$ cat config.mk
export PLATFORM = sky130hd
export DESIGN_NAME = reset_cause_and_voltage_event_ctrl
export DESIGN_NICKNAME = d
export VERILOG_FILES = /design/src/hdl/rstpwr_pkg.sv /design/src/hdl/reset_cause_and_voltage_event_ctrl.sv
export SDC_FILE = /design/constraint.sdc
export NUM_CORES = 1
export LEC_CHECK = 0
export BUFFER_PORTS_ARGS = -buffer_cell sky130_fd_sc_hd__buf_2
export CORE_ASPECT_RATIO = 1.1
export CORE_MARGIN = 4
export CORE_UTILIZATION = 25
export CTS_BUF_LIST = sky130_fd_sc_hd__clkbuf_4 sky130_fd_sc_hd__clkbuf_8
export DETAILED_ROUTE_END_ITERATION = 8
export GPL_TIMING_DRIVEN = 1
export PLACE_DENSITY_LB_ADDON = 0.1
export SLEW_MARGIN = 15
export SYNTH_ARGS = -nofsm -noshare
export SYNTH_HDL_FRONTEND = slang
export SYNTH_SLANG_ARGS = --single-unit
$ cat constraint.sdc
create_clock -name pclk -period 1.4 [get_ports pclk]
set_input_delay 0.07 -clock pclk [delete_from_list [all_inputs] [get_ports pclk]]
set_output_delay 0.07 -clock pclk [all_outputs]
set_load 0.02 [all_outputs]
$ cat src/hdl/rstpwr_pkg.sv
// constants, field layout and modes of the reset cause and voltage event controller
package rstpwr_pkg;
  // register byte offsets
  localparam logic [11:0] CAUSE_OFF  = 12'h000;
  localparam logic [11:0] VSTAT_OFF  = 12'h004;
  localparam logic [11:0] VCFG_OFF   = 12'h008;
  localparam logic [11:0] SLPPWR_OFF = 12'h00C;
  localparam logic [11:0] CLKCTL_OFF = 12'h010;
  localparam logic [11:0] SLPEN_OFF  = 12'h014;
  localparam logic [11:0] SWRST_OFF  = 12'h018;
  localparam int          ADDR_W     = 12;

  // reset cause field
  localparam int CAUSE_W       = 6;
  localparam int CAUSE_REG_BIT = 0;
  localparam int CAUSE_SW_BIT  = 1;
  localparam int CAUSE_WD_BIT  = 2;
  localparam int CAUSE_BO_BIT  = 3;
  localparam int CAUSE_PO_BIT  = 4;
  localparam int CAUSE_PIN_BIT = 5;
  localparam logic [CAUSE_W-1:0] CAUSE_RST = 6'h10;

  // rails and the asynchronous inputs that pass the synchroniser
  localparam int RAIL_N     = 3;
  localparam int RAIL_MAIN  = 0;
  localparam int RAIL_ANLG  = 1;
  localparam int RAIL_CORE  = 2;
  localparam int ASYNC_N    = 6;
  localparam int IN_REG     = 3;
  localparam int IN_WDOG    = 4;
  localparam int IN_PIN     = 5;
  localparam logic [RAIL_N-1:0] VSTAT_RST = 3'h0;

  // voltage event configuration fields
  localparam int ACT_W        = 2;
  localparam int BOR_TYPE_BIT = 8;
  localparam int VCFG_W       = 9;
  localparam logic [VCFG_W-1:0] VCFG_RST = 9'h000;

  // sleep power, clock control and software reset fields
  localparam int FLASH_BIT   = 0;
  localparam int SRAM_LSB    = 4;
  localparam int GATE_BIT    = 0;
  localparam int USBPLL_BIT  = 1;
  localparam int SWRST_BIT   = 0;

  typedef enum logic [1:0] {act_none, act_irq, act_nmi, act_reset} bo_action_t;
  typedef enum logic {bor_type_system, bor_type_poweron} brownout_reset_type_t;
  typedef enum logic {flash_sleep_full_power, flash_sleep_reduced} flash_sleep_t;
  typedef enum logic [1:0] {sram_sleep_full_power, sram_sleep_standby, sram_sleep_lowest} sram_sleep_t;
endpackage : rstpwr_pkg

$ cat src/hdl/reset_cause_and_voltage_event_ctrl.sv
// reset cause flags, brown-out events and responses, sleep power and clock gating
`timescale 1ns/1ns
`default_nettype none
module reset_cause_and_voltage_event_ctrl #(
  parameter int PERIPH_N = 16
) (
  // clock and power-on reset
  input  wire logic                         pclk,
  input  wire logic                         presetn,
  // apb slave
  input  wire logic                         psel,
  input  wire logic                         penable,
  input  wire logic                         pwrite,
  input  wire logic [rstpwr_pkg::ADDR_W-1:0] paddr,
  input  wire logic [31:0]                  pwdata,
  output logic      [31:0]                  prdata,
  output logic                              pready,
  output logic                              pslverr,
  // asynchronous monitors and reset sources
  input  wire logic [rstpwr_pkg::RAIL_N-1:0] rail_low,
  input  wire logic                         regulator_fault,
  input  wire logic                         watchdog_reset,
  input  wire logic                         pin_reset,
  // processor core and peripherals
  input  wire logic                         core_sleeping,
  input  wire logic [PERIPH_N-1:0]          periph_irq,
  output logic                              core_wake,
  output logic      [PERIPH_N-1:0]          periph_clk_en,
  // responses
  output logic                              sys_irq,
  output logic                              nmi,
  output logic                              por_req,
  output logic                              sys_reset_req,
  // power controls
  output logic                              flash_low_power,
  output logic      [1:0]                   sram_mode,
  output logic                              usb_phy_pll_on
);
  import rstpwr_pkg::*;

  initial begin
    if (PERIPH_N < 1 || PERIPH_N > 32) begin
      $error("PERIPH_N must lie in 1..32");
    end
  end

  // apb decode
  logic wr_en;
  logic rd_setup;
  logic hit;
  assign wr_en    = psel & penable & pwrite;
  assign rd_setup = psel & ~penable & ~pwrite;
  assign hit      = (paddr == CAUSE_OFF) || (paddr == VSTAT_OFF) || (paddr == VCFG_OFF) ||
                    (paddr == SLPPWR_OFF) || (paddr == CLKCTL_OFF) || (paddr == SLPEN_OFF) ||
                    (paddr == SWRST_OFF);
  assign pready   = 1'b1;
  assign pslverr  = psel & penable & ~hit;

  function automatic logic wr_at(input logic [ADDR_W-1:0] off);
    wr_at = wr_en && (paddr == off);
  endfunction : wr_at

  // three-stage synchroniser; a level counts once stages two and three agree
  logic [ASYNC_N-1:0] sync1_reg;
  logic [ASYNC_N-1:0] sync2_reg;
  logic [ASYNC_N-1:0] sync3_reg;
  logic [ASYNC_N-1:0] level_reg;
  logic [ASYNC_N-1:0] level_d_reg;
  logic [ASYNC_N-1:0] rise;
  always_ff @(posedge pclk or negedge presetn) begin
    if (!presetn) begin
      sync1_reg   <= '0;
      sync2_reg   <= '0;
      sync3_reg   <= '0;
      level_reg   <= '0;
      level_d_reg <= '0;
    end else begin
      sync1_reg   <= {pin_reset, watchdog_reset, regulator_fault, rail_low};
      sync2_reg   <= sync1_reg;
      sync3_reg   <= sync2_reg;
      level_reg   <= (level_reg & ~(sync2_reg ^ sync3_reg)) | (sync3_reg & ~(sync2_reg ^ sync3_reg));
      level_d_reg <= level_reg;
    end
  end
  assign rise = level_reg & ~level_d_reg;

  // brown-out response per rail
  logic [VCFG_W-1:0] vcfg_reg;
  logic [RAIL_N-1:0] bo_ev;
  logic [RAIL_N-1:0] ev_irq;
  logic [RAIL_N-1:0] ev_nmi;
  logic [RAIL_N-1:0] ev_rst;
  assign bo_ev = rise[RAIL_N-1:0];
  always_comb begin
    for (int i = 0; i < RAIL_N; i++) begin
      ev_irq[i] = bo_ev[i] && (vcfg_reg[ACT_W*i +: ACT_W] == act_irq);
      ev_nmi[i] = bo_ev[i] && (vcfg_reg[ACT_W*i +: ACT_W] == act_nmi);
      ev_rst[i] = bo_ev[i] && (vcfg_reg[ACT_W*i +: ACT_W] == act_reset);
    end
  end

  logic bo_reset;
  logic bo_por;
  logic sw_rst_req;
  logic soft_clr;
  assign bo_reset   = |ev_rst;
  assign bo_por     = bo_reset && (vcfg_reg[BOR_TYPE_BIT] == bor_type_poweron);
  assign sw_rst_req = wr_at(SWRST_OFF) && pwdata[SWRST_BIT];
  // system-type resets return the configuration to defaults but leave the flags
  assign soft_clr   = sw_rst_req || (bo_reset && !bo_por);

  always_ff @(posedge pclk or negedge presetn) begin
    if (!presetn) begin
      sys_irq       <= 1'b0;
      nmi           <= 1'b0;
      por_req       <= 1'b0;
      sys_reset_req <= 1'b0;
    end else begin
      sys_irq       <= |ev_irq;
      nmi           <= |ev_nmi;
      por_req       <= bo_por;
      sys_reset_req <= soft_clr;
    end
  end

  // reset cause flags: set wins over a same-cycle clear
  logic [CAUSE_W-1:0] cause_reg;
  logic [CAUSE_W-1:0] cause_set;
  logic [CAUSE_W-1:0] cause_clr;
  logic [CAUSE_W-1:0] cause_next;
  always_comb begin
    cause_set                = '0;
    cause_set[CAUSE_REG_BIT] = rise[IN_REG];
    cause_set[CAUSE_SW_BIT]  = sw_rst_req;
    cause_set[CAUSE_WD_BIT]  = rise[IN_WDOG];
    cause_set[CAUSE_BO_BIT]  = bo_reset;
    cause_set[CAUSE_PIN_BIT] = rise[IN_PIN];
    cause_clr  = wr_at(CAUSE_OFF) ? pwdata[CAUSE_W-1:0] : '0;
    cause_next = (cause_reg & ~cause_clr) | cause_set;
  end
  // the power-on flag is the reset value, so every power-on reset shows it
  always_ff @(posedge pclk or negedge presetn) begin
    if (!presetn) begin
      cause_reg <= CAUSE_RST;
    end else begin
      cause_reg <= cause_next;
    end
  end

  // voltage event flags, one per rail
  logic [RAIL_N-1:0] vstat_reg;
  logic [RAIL_N-1:0] vstat_clr;
  assign vstat_clr = wr_at(VSTAT_OFF) ? pwdata[RAIL_N-1:0] : '0;
  // only power-up or a write to VSTAT_OFF clears these; soft_clr and system resets never reach them
  always_ff @(posedge pclk or negedge presetn) begin
    if (!presetn) begin
      vstat_reg <= VSTAT_RST;
    end else begin
      vstat_reg <= (vstat_reg & ~vstat_clr) | bo_ev;
    end
  end

  // configuration registers
  logic                flash_reg;
  logic [1:0]          sram_reg;
  logic                gate_reg;
  logic                pll_reg;
  logic [PERIPH_N-1:0] slpen_reg;
  always_ff @(posedge pclk or negedge presetn) begin
    if (!presetn) begin
      vcfg_reg <= VCFG_RST;
    end else if (soft_clr) begin
      vcfg_reg <= VCFG_RST;
    end else if (wr_at(VCFG_OFF)) begin
      vcfg_reg <= pwdata[VCFG_W-1:0];
    end
  end

  always_ff @(posedge pclk or negedge presetn) begin
    if (!presetn) begin
      flash_reg <= flash_sleep_full_power;
      sram_reg  <= sram_sleep_full_power;
    end else if (soft_clr) begin
      flash_reg <= flash_sleep_full_power;
      sram_reg  <= sram_sleep_full_power;
    end else if (wr_at(SLPPWR_OFF)) begin
      flash_reg <= pwdata[FLASH_BIT];
      // the unused fourth code is ignored so the mode stays one of three
      if (pwdata[SRAM_LSB +: 2] != 2'h3) begin
        sram_reg <= pwdata[SRAM_LSB +: 2];
      end
    end
  end

  always_ff @(posedge pclk or negedge presetn) begin
    if (!presetn) begin
      gate_reg  <= 1'b0;
      pll_reg   <= 1'b0;
      slpen_reg <= '0;
    end else if (soft_clr) begin
      gate_reg  <= 1'b0;
      pll_reg   <= 1'b0;
      slpen_reg <= '0;
    end else begin
      if (wr_at(CLKCTL_OFF)) begin
        gate_reg <= pwdata[GATE_BIT];
        pll_reg  <= pwdata[USBPLL_BIT];
      end
      if (wr_at(SLPEN_OFF)) begin
        slpen_reg <= pwdata[PERIPH_N-1:0];
      end
    end
  end

  // power outputs; the pll gates only the phy, usb register access is untouched
  always_ff @(posedge pclk or negedge presetn) begin
    if (!presetn) begin
      flash_low_power <= 1'b0;
      sram_mode       <= sram_sleep_full_power;
      usb_phy_pll_on  <= 1'b0;
    end else begin
      flash_low_power <= core_sleeping && (flash_reg == flash_sleep_reduced);
      sram_mode       <= core_sleeping ? sram_reg : sram_sleep_full_power;
      usb_phy_pll_on  <= pll_reg;
    end
  end

  // sleep clock gating and wake-up
  // wake uses the live mask: the registered clock enables lag sleep entry by a cycle
  logic [PERIPH_N-1:0] wake_mask;
  assign wake_mask = gate_reg ? slpen_reg : '1;
  always_ff @(posedge pclk or negedge presetn) begin
    if (!presetn) begin
      periph_clk_en <= '1;
      core_wake     <= 1'b0;
    end else begin
      periph_clk_en <= (core_sleeping && gate_reg) ? slpen_reg : '1;
      core_wake     <= core_sleeping && |(periph_irq & wake_mask);
    end
  end

  // read data is registered in the setup phase, so the access phase needs no wait
  logic [31:0] rd_mux;
  always_comb begin
    rd_mux = 32'h0000_0000;
    case (paddr)
      CAUSE_OFF:  rd_mux[CAUSE_W-1:0] = cause_reg;
      VSTAT_OFF:  rd_mux[RAIL_N-1:0]  = vstat_reg;
      VCFG_OFF:   rd_mux[VCFG_W-1:0]  = vcfg_reg;
      SLPPWR_OFF: begin
        rd_mux[FLASH_BIT]     = flash_reg;
        rd_mux[SRAM_LSB +: 2] = sram_reg;
      end
      CLKCTL_OFF: begin
        rd_mux[GATE_BIT]   = gate_reg;
        rd_mux[USBPLL_BIT] = pll_reg;
      end
      SLPEN_OFF:  rd_mux[PERIPH_N-1:0] = slpen_reg;
      default:    rd_mux = 32'h0000_0000;
    endcase
  end
  always_ff @(posedge pclk or negedge presetn) begin
    if (!presetn) begin
      prdata <= 32'h0000_0000;
    end else if (rd_setup) begin
      prdata <= rd_mux;
    end
  end

  // checks
  a_cause_set_wins: assert property (@(posedge pclk) disable iff (!presetn)
    rise[IN_WDOG] |=> cause_reg[CAUSE_WD_BIT]) else $error("watchdog cause not set");
  a_cause_clear_sel: assert property (@(posedge pclk) disable iff (!presetn)
    (wr_at(CAUSE_OFF) && (cause_set == '0)) |=> cause_reg == ($past(cause_reg) & ~$past(pwdata[CAUSE_W-1:0])))
    else $error("cause clear touched unselected flags");
  a_cause_sticky: assert property (@(posedge pclk) disable iff (!presetn)
    (!wr_at(CAUSE_OFF) && cause_reg[CAUSE_PIN_BIT]) |=> cause_reg[CAUSE_PIN_BIT])
    else $error("pin cause dropped without clear");
  a_swrst_keeps: assert property (@(posedge pclk) disable iff (!presetn)
    sw_rst_req |=> (cause_reg[CAUSE_SW_BIT] && sys_reset_req && vcfg_reg == VCFG_RST))
    else $error("software reset did not keep causes or restore defaults");
  a_vstat_hold: assert property (@(posedge pclk) disable iff (!presetn)
    (soft_clr && !wr_at(VSTAT_OFF)) |=> (vstat_reg & $past(vstat_reg)) == $past(vstat_reg))
    else $error("reset cleared voltage flags");
  a_vstat_mask: assert property (@(posedge pclk) disable iff (!presetn)
    (wr_at(VSTAT_OFF) && bo_ev == '0) |=> vstat_reg == ($past(vstat_reg) & ~$past(pwdata[RAIL_N-1:0])))
    else $error("voltage clear ignored its mask");
  a_rail_event: assert property (@(posedge pclk) disable iff (!presetn)
    $rose(level_reg[RAIL_CORE]) |=> vstat_reg[RAIL_CORE]) else $error("core rail event lost");
  a_irq_resp: assert property (@(posedge pclk) disable iff (!presetn)
    (bo_ev[RAIL_MAIN] && vcfg_reg[1:0] == act_irq) |=> sys_irq) else $error("main rail irq missing");
  a_nmi_only: assert property (@(posedge pclk) disable iff (!presetn)
    nmi == $past(|ev_nmi))
    else $error("nmi does not follow the nmi response");
  a_bor_type: assert property (@(posedge pclk) disable iff (!presetn)
    bo_reset |=> (por_req == $past(vcfg_reg[BOR_TYPE_BIT])) && (sys_reset_req || por_req))
    else $error("brown-out reset of the wrong kind");
  a_gate_sleep: assert property (@(posedge pclk) disable iff (!presetn)
    (core_sleeping && gate_reg && !soft_clr && !wr_at(SLPEN_OFF)) ##1 (core_sleeping && gate_reg)
    |-> periph_clk_en == slpen_reg)
    else $error("gated clocks do not follow sleep enables");
  a_wake_src: assert property (@(posedge pclk) disable iff (!presetn)
    (core_sleeping && |(periph_irq & slpen_reg)) |=> core_wake) else $error("no wake from enabled peripheral");
  a_wake_masked: assert property (@(posedge pclk) disable iff (!presetn)
    (core_sleeping && gate_reg && !(|(periph_irq & slpen_reg))) |=> !core_wake)
    else $error("wake from a peripheral not enabled for sleep");
endmodule : reset_cause_and_voltage_event_ctrl
`default_nettype wire

==> PnR_summary.wiki, run 1 <==
{| class="wikitable"
! Metric !! Value
|-
| Seq cells post-synth || between 100 and 150
|-
| Number of global-route vias before repair || around 3900
|-
| Count of final max-slew check failures || 0
|-
| Clock transition at the registers of the reported paths || 90 ps
|-
| Run status || complete, no violations
|-
| Endpoints failing hold || 0
|-
| Type of element capturing the critical path || register
|-
| Clock Latency Late Sink || about 380 ps
|-
| Worst Path Required || ~1700 ps
|-
| Syn Std Cell Area || around 0.0048 sq mm
|-
| Beginning of the worst hold path || periph_irq[9]
|-
| Portion of the post-synthesis area used by sequential elements || 58.3%
|-
| Via-per-instance ratio || 4.54
|-
| Largest driver fanout on the critical path || 6
|-
| Top cells by count, synth || sky130_fd_sc_hd__dfrtp_1, sky130_fd_sc_hd__nand3_1, sky130_fd_sc_hd__o21ai_0
|-
| Fill cells || between 1500 and 2000
|-
| Worst setup path category || input port to register
|-
| R2R Setup Slk || 40 ps
|-
| Number of antenna violations at the first check in global routing || 0
|-
| Start point of the critical path || paddr[8]
|-
| Slowest cell on crit path || sky130_fd_sc_hd__or4_4
|-
| YS warnings || 0
|-
| Leakage power total || 3.06 nW
|-
| Final wirelength || roughly 15000 microns
|-
| Share of the synthesized area in the top cell type || 48.9%
|-
| Proportion of register bits with asynchronous set or reset after synthesis || between 90% and 100%
|-
| Clock buffers created by TritonCTS || 9
|-
| Biggest cell delay along the critical path || 580 ps
|-
| Global Route met1 Usage || between 15 and 20%
|-
| Total power divided by cell area || approximately 900 mW/mm^2
|-
| Fraction of the cycle the final worst path needs || a little over nine tenths
|-
| Post-Route Hold Slack || between 80 and 90 ps
|-
| DRC viols || 0
|-
| Number of clock sinks || 110
|-
| Worst path cell trace || buf_6 > or4_4 > buf_6 > nor4_4 > buf_6 > mux2i_2 > nor2_2
|-
| Cell type with the largest total area after synthesis || sky130_fd_sc_hd__dfrtp_1
|-
| Arrival time worst endpoint || roughly 1600 ps
|-
| Overall power of the completed layout || 0.00584 W
|-
| Initial cell density of the core || 25.7%
|-
| Number of buffer cells added on primary ports || 97
|-
| Final worst clock skew || 8.65 ps
|-
| GRT met3 Usage || ~3.7%
|-
| Wire length of the first global-routing pass || roughly 23000 microns
|-
| Power dissipated by switching net loads || 0.00143 W
|-
| Fraction of power spent switching nets || 24.5%
|-
| Routing layer with the top usage in global route || met2
|-
| Type of the most critical hold path || input port to register
|-
| Number of enable-type register cells in the synthesized netlist || 0
|-
| Number of distinct library cell variants in the gate-level netlist after synthesis || 57
|-
| Row cnt || 52
|-
| CTS root buffer || sky130_fd_sc_hd__clkbuf_8
|-
| CP dominant cell by count || sky130_fd_sc_hd__buf_6
|-
| Combinational Power Share || a little under a tenth
|-
| Largest net degree at the start of global routing || between 40 and 50
|-
| Post-layout minimum cycle time || ~1400 ps
|-
| Buffers from clock root to sink, at most || 2
|-
| Count of vias placed by the detailed router || 3755
|-
| Routing usage on met2 || a little under a quarter
|-
| Final setup viols || 0
|-
| Post-layout nets || around 660
|-
| Signed area change from the synthesized netlist to the final layout || 36.7%
|-
| Part of the power in the clock network || approximately 34%
|-
| Number of DRC markers in iteration 0 || 138
|-
| Leading cell type by number of instances after synthesis || sky130_fd_sc_hd__dfrtp_1
|-
| Fraction of layout instances using a drive strength above 1 || between 40% and 50%
|-
| Kind of start point of the critical path || input port
|-
| Ports placed on the boundary || approximately 130
|-
| Unrepaired setup endpoints after global routing || true
|-
| Area of the die || between 0.02 and 0.025 sq mm
|-
| Max frequency || between 700 and 800 MHz
|-
| Standard cell core area || about 0.019 sq mm
|-
| Launch point of the worst reg-to-reg path || vcfg_reg[2]
|-
| Dominant cells by area after synthesis || sky130_fd_sc_hd__dfrtp_1, sky130_fd_sc_hd__dfstp_2, sky130_fd_sc_hd__mux2i_1
|-
| Final weighted congestion of routability-driven global placement || 0.816
|-
| Horizontal die dimension || 140 microns
|-
| Level count of the clock H-tree || 3
|-
| WP buf/inv || 3
|-
| Fraction of power consumed by sequential logic || 56.1%
|-
| Routed length per placed instance || about 18 microns
|-
| Cell class contributing the biggest share of worst-path delay || simple AND/OR/NAND/NOR gates
|-
| Hpwl dp || 11000 microns
|-
| Most used flip-flop cell after synthesis || sky130_fd_sc_hd__dfrtp_1
|-
| Detailed-router iteration count before antenna repair || 4
|-
| Clock tree from TritonCTS || built
|-
| Overall global routing resource usage || about 14%
|-
| Synthesized instance count || 407
|-
| Number of antenna cells inserted || 0
|-
| Average instance area after synthesis || about 12 sq um
|-
| Total congestion overflow || 0
|-
| Antenna-violating nets left || 0
|-
| Internal cell power || between 0.004 and 0.005 W
|-
| Height of the chip || around 150 microns
|-
| Max-capacitance violation count || 0
|-
| IR drop worst, VDD || 0.460 mV
|-
| Setup total negative slack || 0 ps
|}
logic make-up after synthesis:
logic type / count (synthesis) / share of synthesized area, %
AND/OR/NAND/NOR: 124 / 16.0
flip-flops: 110 / 58.3
AO/OA/AOI/OAI: 98 / 14.2
buffers and inverters: 47 / 5.47
multiplexers: 19 / 4.10
adder cells (fa/ha/maj): 6 / 1.58
other: 2 / 0.158
XOR/XNOR: 1 / 0.184
area by class of cell:
class,instances,area (sq um),area share (%)
timing repair buffer,182,1290,19.8
multi-input combinational,265,1880,29.0
tap,243,304,4.67
clock buffer,11,151,2.33
inverter,12,45.0,0.692
sequential,110,2780,42.7
clock inverter,5,57.6,0.885
metrics by stage:
step           std cells  cell area [sq um]  util [%]  setup slack (ps)
6_report             828               6500      35.1              31.1
5_1_grt              828               6500      35.1             -16.0
4_1_cts              825               6360      34.3              3.92
3_5_place_dp         782               5880      31.7              -314
3_3_place_gp         782               5880      31.7              -250
2_1_floorplan        422               4820         -             -40.5
final timing paths:
check / end / depth (start not counted)
max: vcfg_reg[4] / 7
min: core_wake / 4
max reg2reg: sram_reg[1] / 5
min reg2reg: sync2_reg[0] / 0
max in group asynchronous: cause_reg[4] / 3
min in group asynchronous: prdata[7] / 2
cells in the final DEF, fill, tap and decap left out, drive strengths merged, types with 10 or more instances in the layout:
master	Yosys	layout
nand2	17	17
mux2i	15	15
nand3	25	25
a21o	10	10
inv	12	12
a21oi	20	20
dfstp	17	17
or2	17	17
dlygate4sd3	0	22
o21ai	22	22
dfrtp	93	93
a22o	14	14
buf	26	159
nor2	15	15
clkbuf	9	12
conb	2	17
worst min-delay path, delay by kind of cell:
kind / cells / cell delay, ps
AOI/OAI and AO/OA: 2 / 190
and+or+nand+nor: 1 / 60
buffers and inverters: 1 / 100
metal layers:
layer / part of all wire, % / routed length (microns) / vias to the layer above
met5: 0 / 0 / -
met4: 0.70 / 102 / 0
met3: 5.0 / 723 / 6
met2: 50 / 7290 / 104
met1: 44 / 6430 / 1847
li1: - / - / 1798
power by group through the flow:
stage	clock network [W]	logic [W]	registers [W]
after detailed placement	0	0.000498	0.00334
after global placement	0	0.000496	0.00334
after global routing	0.00224	0.000611	0.00328
after floorplan	0	0.000211	0.00334
after CTS	0.00211	0.000549	0.00328
final	0.00201	0.000553	0.00328
repair_timing:
item / CTS / global route
pin swaps: 4 / 8
hold buffers: 22 / 0
setup endpoints to repair: 19 / 12
setup buffers: 5 / 2
hold endpoints to repair: 122 / 0
resized for setup: 3 / 22
gates cloned: 0 / 1
No activity file was read; power rests on OpenSTA's default activity.
==> run 2, diff against run 1 <==
==> constraint.sdc (replaced) <==
create_clock -name pclk -period 1.5 [get_ports pclk]
set_input_delay 0.075 -clock pclk [delete_from_list [all_inputs] [get_ports pclk]]
set_output_delay 0.075 -clock pclk [all_outputs]
set_load 0.02 [all_outputs]
==> run 2 against run 1 <==
Clock power is 6% lower. Die area is the same. Wire length down 1.0%. First-iteration DRC count increased by 6.5%. Hold slack got worse by 66 ps. Combinational power down 13%. Total power fell by 7.0%. Critical path depth down 1. Critical path type is now input port to output port. Largest cell class unchanged. Largest power group unchanged.
==> PnR_summary.wiki, run 2 (synthesis results as in run 1) <==
{| class="wikitable"
! Metric !! Value
|-
| Run status || complete, no violations
|-
| Number of DRC markers in iteration 0 || 147
|-
| Worst Tran Pin Value || just over 600 ps
|-
| Horizontal die dimension || between 100 and 150 microns
|-
| Total congestion overflow || 0
|-
| Overall global routing resource usage || between 10 and 15%
|-
| Buffers from clock root to sink, at most || 2
|-
| Level count of the clock H-tree || 3
|-
| Fraction of power spent switching nets || roughly a quarter
|-
| Number of global-route vias before repair || 3873
|-
| Post-Route Hold Slack || between 20 and 25 ps
|-
| Slowest cell on crit path || sky130_fd_sc_hd__or4_4
|-
| Final weighted congestion of routability-driven global placement || slightly above 0.8
|-
| Area of the die || around 0.021 sq mm
|-
| Fraction of power consumed by sequential logic || around 56%
|-
| DRC viols || 0
|-
| Clock buffers created by TritonCTS || 9
|-
| Instance count after placement with tap cells included || 773
|-
| CP dominant cell by count || sky130_fd_sc_hd__buf_2
|-
| Via-per-instance ratio || about 4.6
|-
| Final instance count without filler cells || just over 800
|-
| Post-layout nets || 640
|-
| Clock transition at the registers of the reported paths || 100 ps
|-
| Max-capacitance violation count || 0
|-
| Hpwl dp || 10700 microns
|-
| Relative slew slack || about 59%
|-
| Clock Latency Late Sink || around 380 ps
|-
| Post-layout minimum cycle time || around 1400 ps
|-
| Leakage power total || just under 3 nW
|-
| Worst setup path category || input port to output port
|-
| Signed area change from the synthesized netlist to the final layout || 30.7%
|-
| Final setup viols || 0
|-
| Largest net degree at the start of global routing || 111
|-
| Cell area reported after detailed placement || slightly below 0.006 sq mm
|-
| Final design instance area without fill || a little over 0.006 sq mm
|-
| Part of the power in the clock network || about a third
|-
| Wire length of the first global-routing pass || about 23000 microns
|-
| Height of the chip || approximately 150 microns
|-
| Number of antenna violations at the first check in global routing || 0
|-
| Worst path cell trace || buf_2 > or4_4 > nor2_2 > buf_4 > a31oi_1 > buf_2
|-
| Type of element capturing the critical path || output port
|-
| Number of antenna cells inserted || 0
|-
| Arrival time worst endpoint || around 1400 ps
|-
| CTS root buffer || sky130_fd_sc_hd__clkbuf_8
|-
| Count of final max-slew check failures || 0
|-
| Count of vias placed by the detailed router || 3689
|-
| IR drop worst, VDD || ~0.36 mV
|-
| Routed length per placed instance || between 15 and 20 microns
|-
| Kind of start point of the critical path || input port
|-
| Internal cell power || between 0.004 and 0.005 W
|-
| Worst Path Required || 1420 ps
|-
| Unrepaired setup endpoints after global routing || false
|-
| Detailed-router iteration count before antenna repair || 4
|-
| Number of buffer cells added on primary ports || 97
|-
| Standard cell core area || approximately 0.019 sq mm
|-
| Largest driver fanout on the critical path || 4
|-
| Antenna-violating nets left || 0
|-
| Ports placed on the boundary || ~130
|-
| Fraction of the cycle the final worst path needs || a little over nine tenths
|-
| Power dissipated by switching net loads || approximately 0.0013 W
|-
| Clock tree from TritonCTS || built
|-
| Initial cell density of the core || 25.7%
|-
| Number of clock sinks || 110
|-
| Biggest cell delay along the critical path || 590 ps
|-
| Type of the most critical hold path || input port to register
|-
| Leading cell types in the layout, fill and taps excluded || sky130_fd_sc_hd__buf_2, sky130_fd_sc_hd__dfrtp_1, sky130_fd_sc_hd__buf_4
|-
| Fraction of layout instances using a drive strength above 1 || between 30 and 40%
|-
| Leading cell type in the layout, fill and taps excluded || sky130_fd_sc_hd__buf_2
|-
| Max frequency || 702 MHz
|-
| Final worst clock skew || 13.2 ps
|-
| Row cnt || 52
|-
| Final wirelength || 14400 microns
|-
| Total power divided by cell area || 873 mW/mm^2
|-
| Endpoints failing hold || 0
|-
| Combinational Power Share || between 8 and 9%
|}
run 2: path summary, 6_finish.rpt:
path,startpoint,to,slack (ps),depth (start not counted)
min in group asynchronous,presetn,prdata[9],310,3
max,paddr[11],pslverr,80,6
min reg2reg,sync1_reg[5],sync2_reg[5],360,0
max reg2reg,vcfg_reg[0],sram_reg[0],80,5
min,pwdata[5],slpen_reg[5],20,3
max in group asynchronous,presetn,sync1_reg[2],710,3
run 2: what timing repair did:
action                     CTS  global route
hold endpoints to repair   116             0
pin swaps                    0             2
gates resized for setup      1             3
setup endpoints to repair    2             5
hold buffers                20             0
buffers inserted             0             1
run 2: area by class of cell:
class                      instances  area (sq um)
inverter                          12          45.0
sequential                       110          2770
clock buffer                      12           153
fill                            1911         12300
tap                              243           304
clock inverter                     4          55.1
timing repair buffer             164          1090
multi-input combinational        265          1800
run 2: stage by stage:
step	power (W)	util (%)	TNS [ps]	setup slack [ps]
6_report	0.00543	33.5	0	75.3
5_1_grt	0.00573	33.5	0	1.07
4_1_cts	0.00553	33.4	0	27.0
3_5_place_dp	0.00357	31.2	-3920	-223
3_3_place_gp	0.00356	31.2	-4130	-189
2_1_floorplan	0.00331	-	0	48.6
run 2: critical path: cells and delay by family:
family / cells / cell delay (ps)
AO/OA/AOI/OAI: 1 / 110
buffers and inverters: 3 / 430
AND/OR/NAND/NOR: 2 / 730
run 2: power by group through the flow:
stage / Sequential, W / Combinational [W] / Clock, W
floorplan: 0.00311 / 0.000196 / 0
global placement: 0.00311 / 0.000448 / 0
detailed placement: 0.00312 / 0.000451 / 0
CTS: 0.00306 / 0.000494 / 0.00198
global route: 0.00307 / 0.000540 / 0.00213
finish: 0.00306 / 0.000482 / 0.00189
run 2: per-layer routing:
layer	global-route usage, %	part of all wire (%)
met1	18.0	45
met2	22.4	49
met5	0	0
met3	3.11	4.7
met4	4.71	1.8
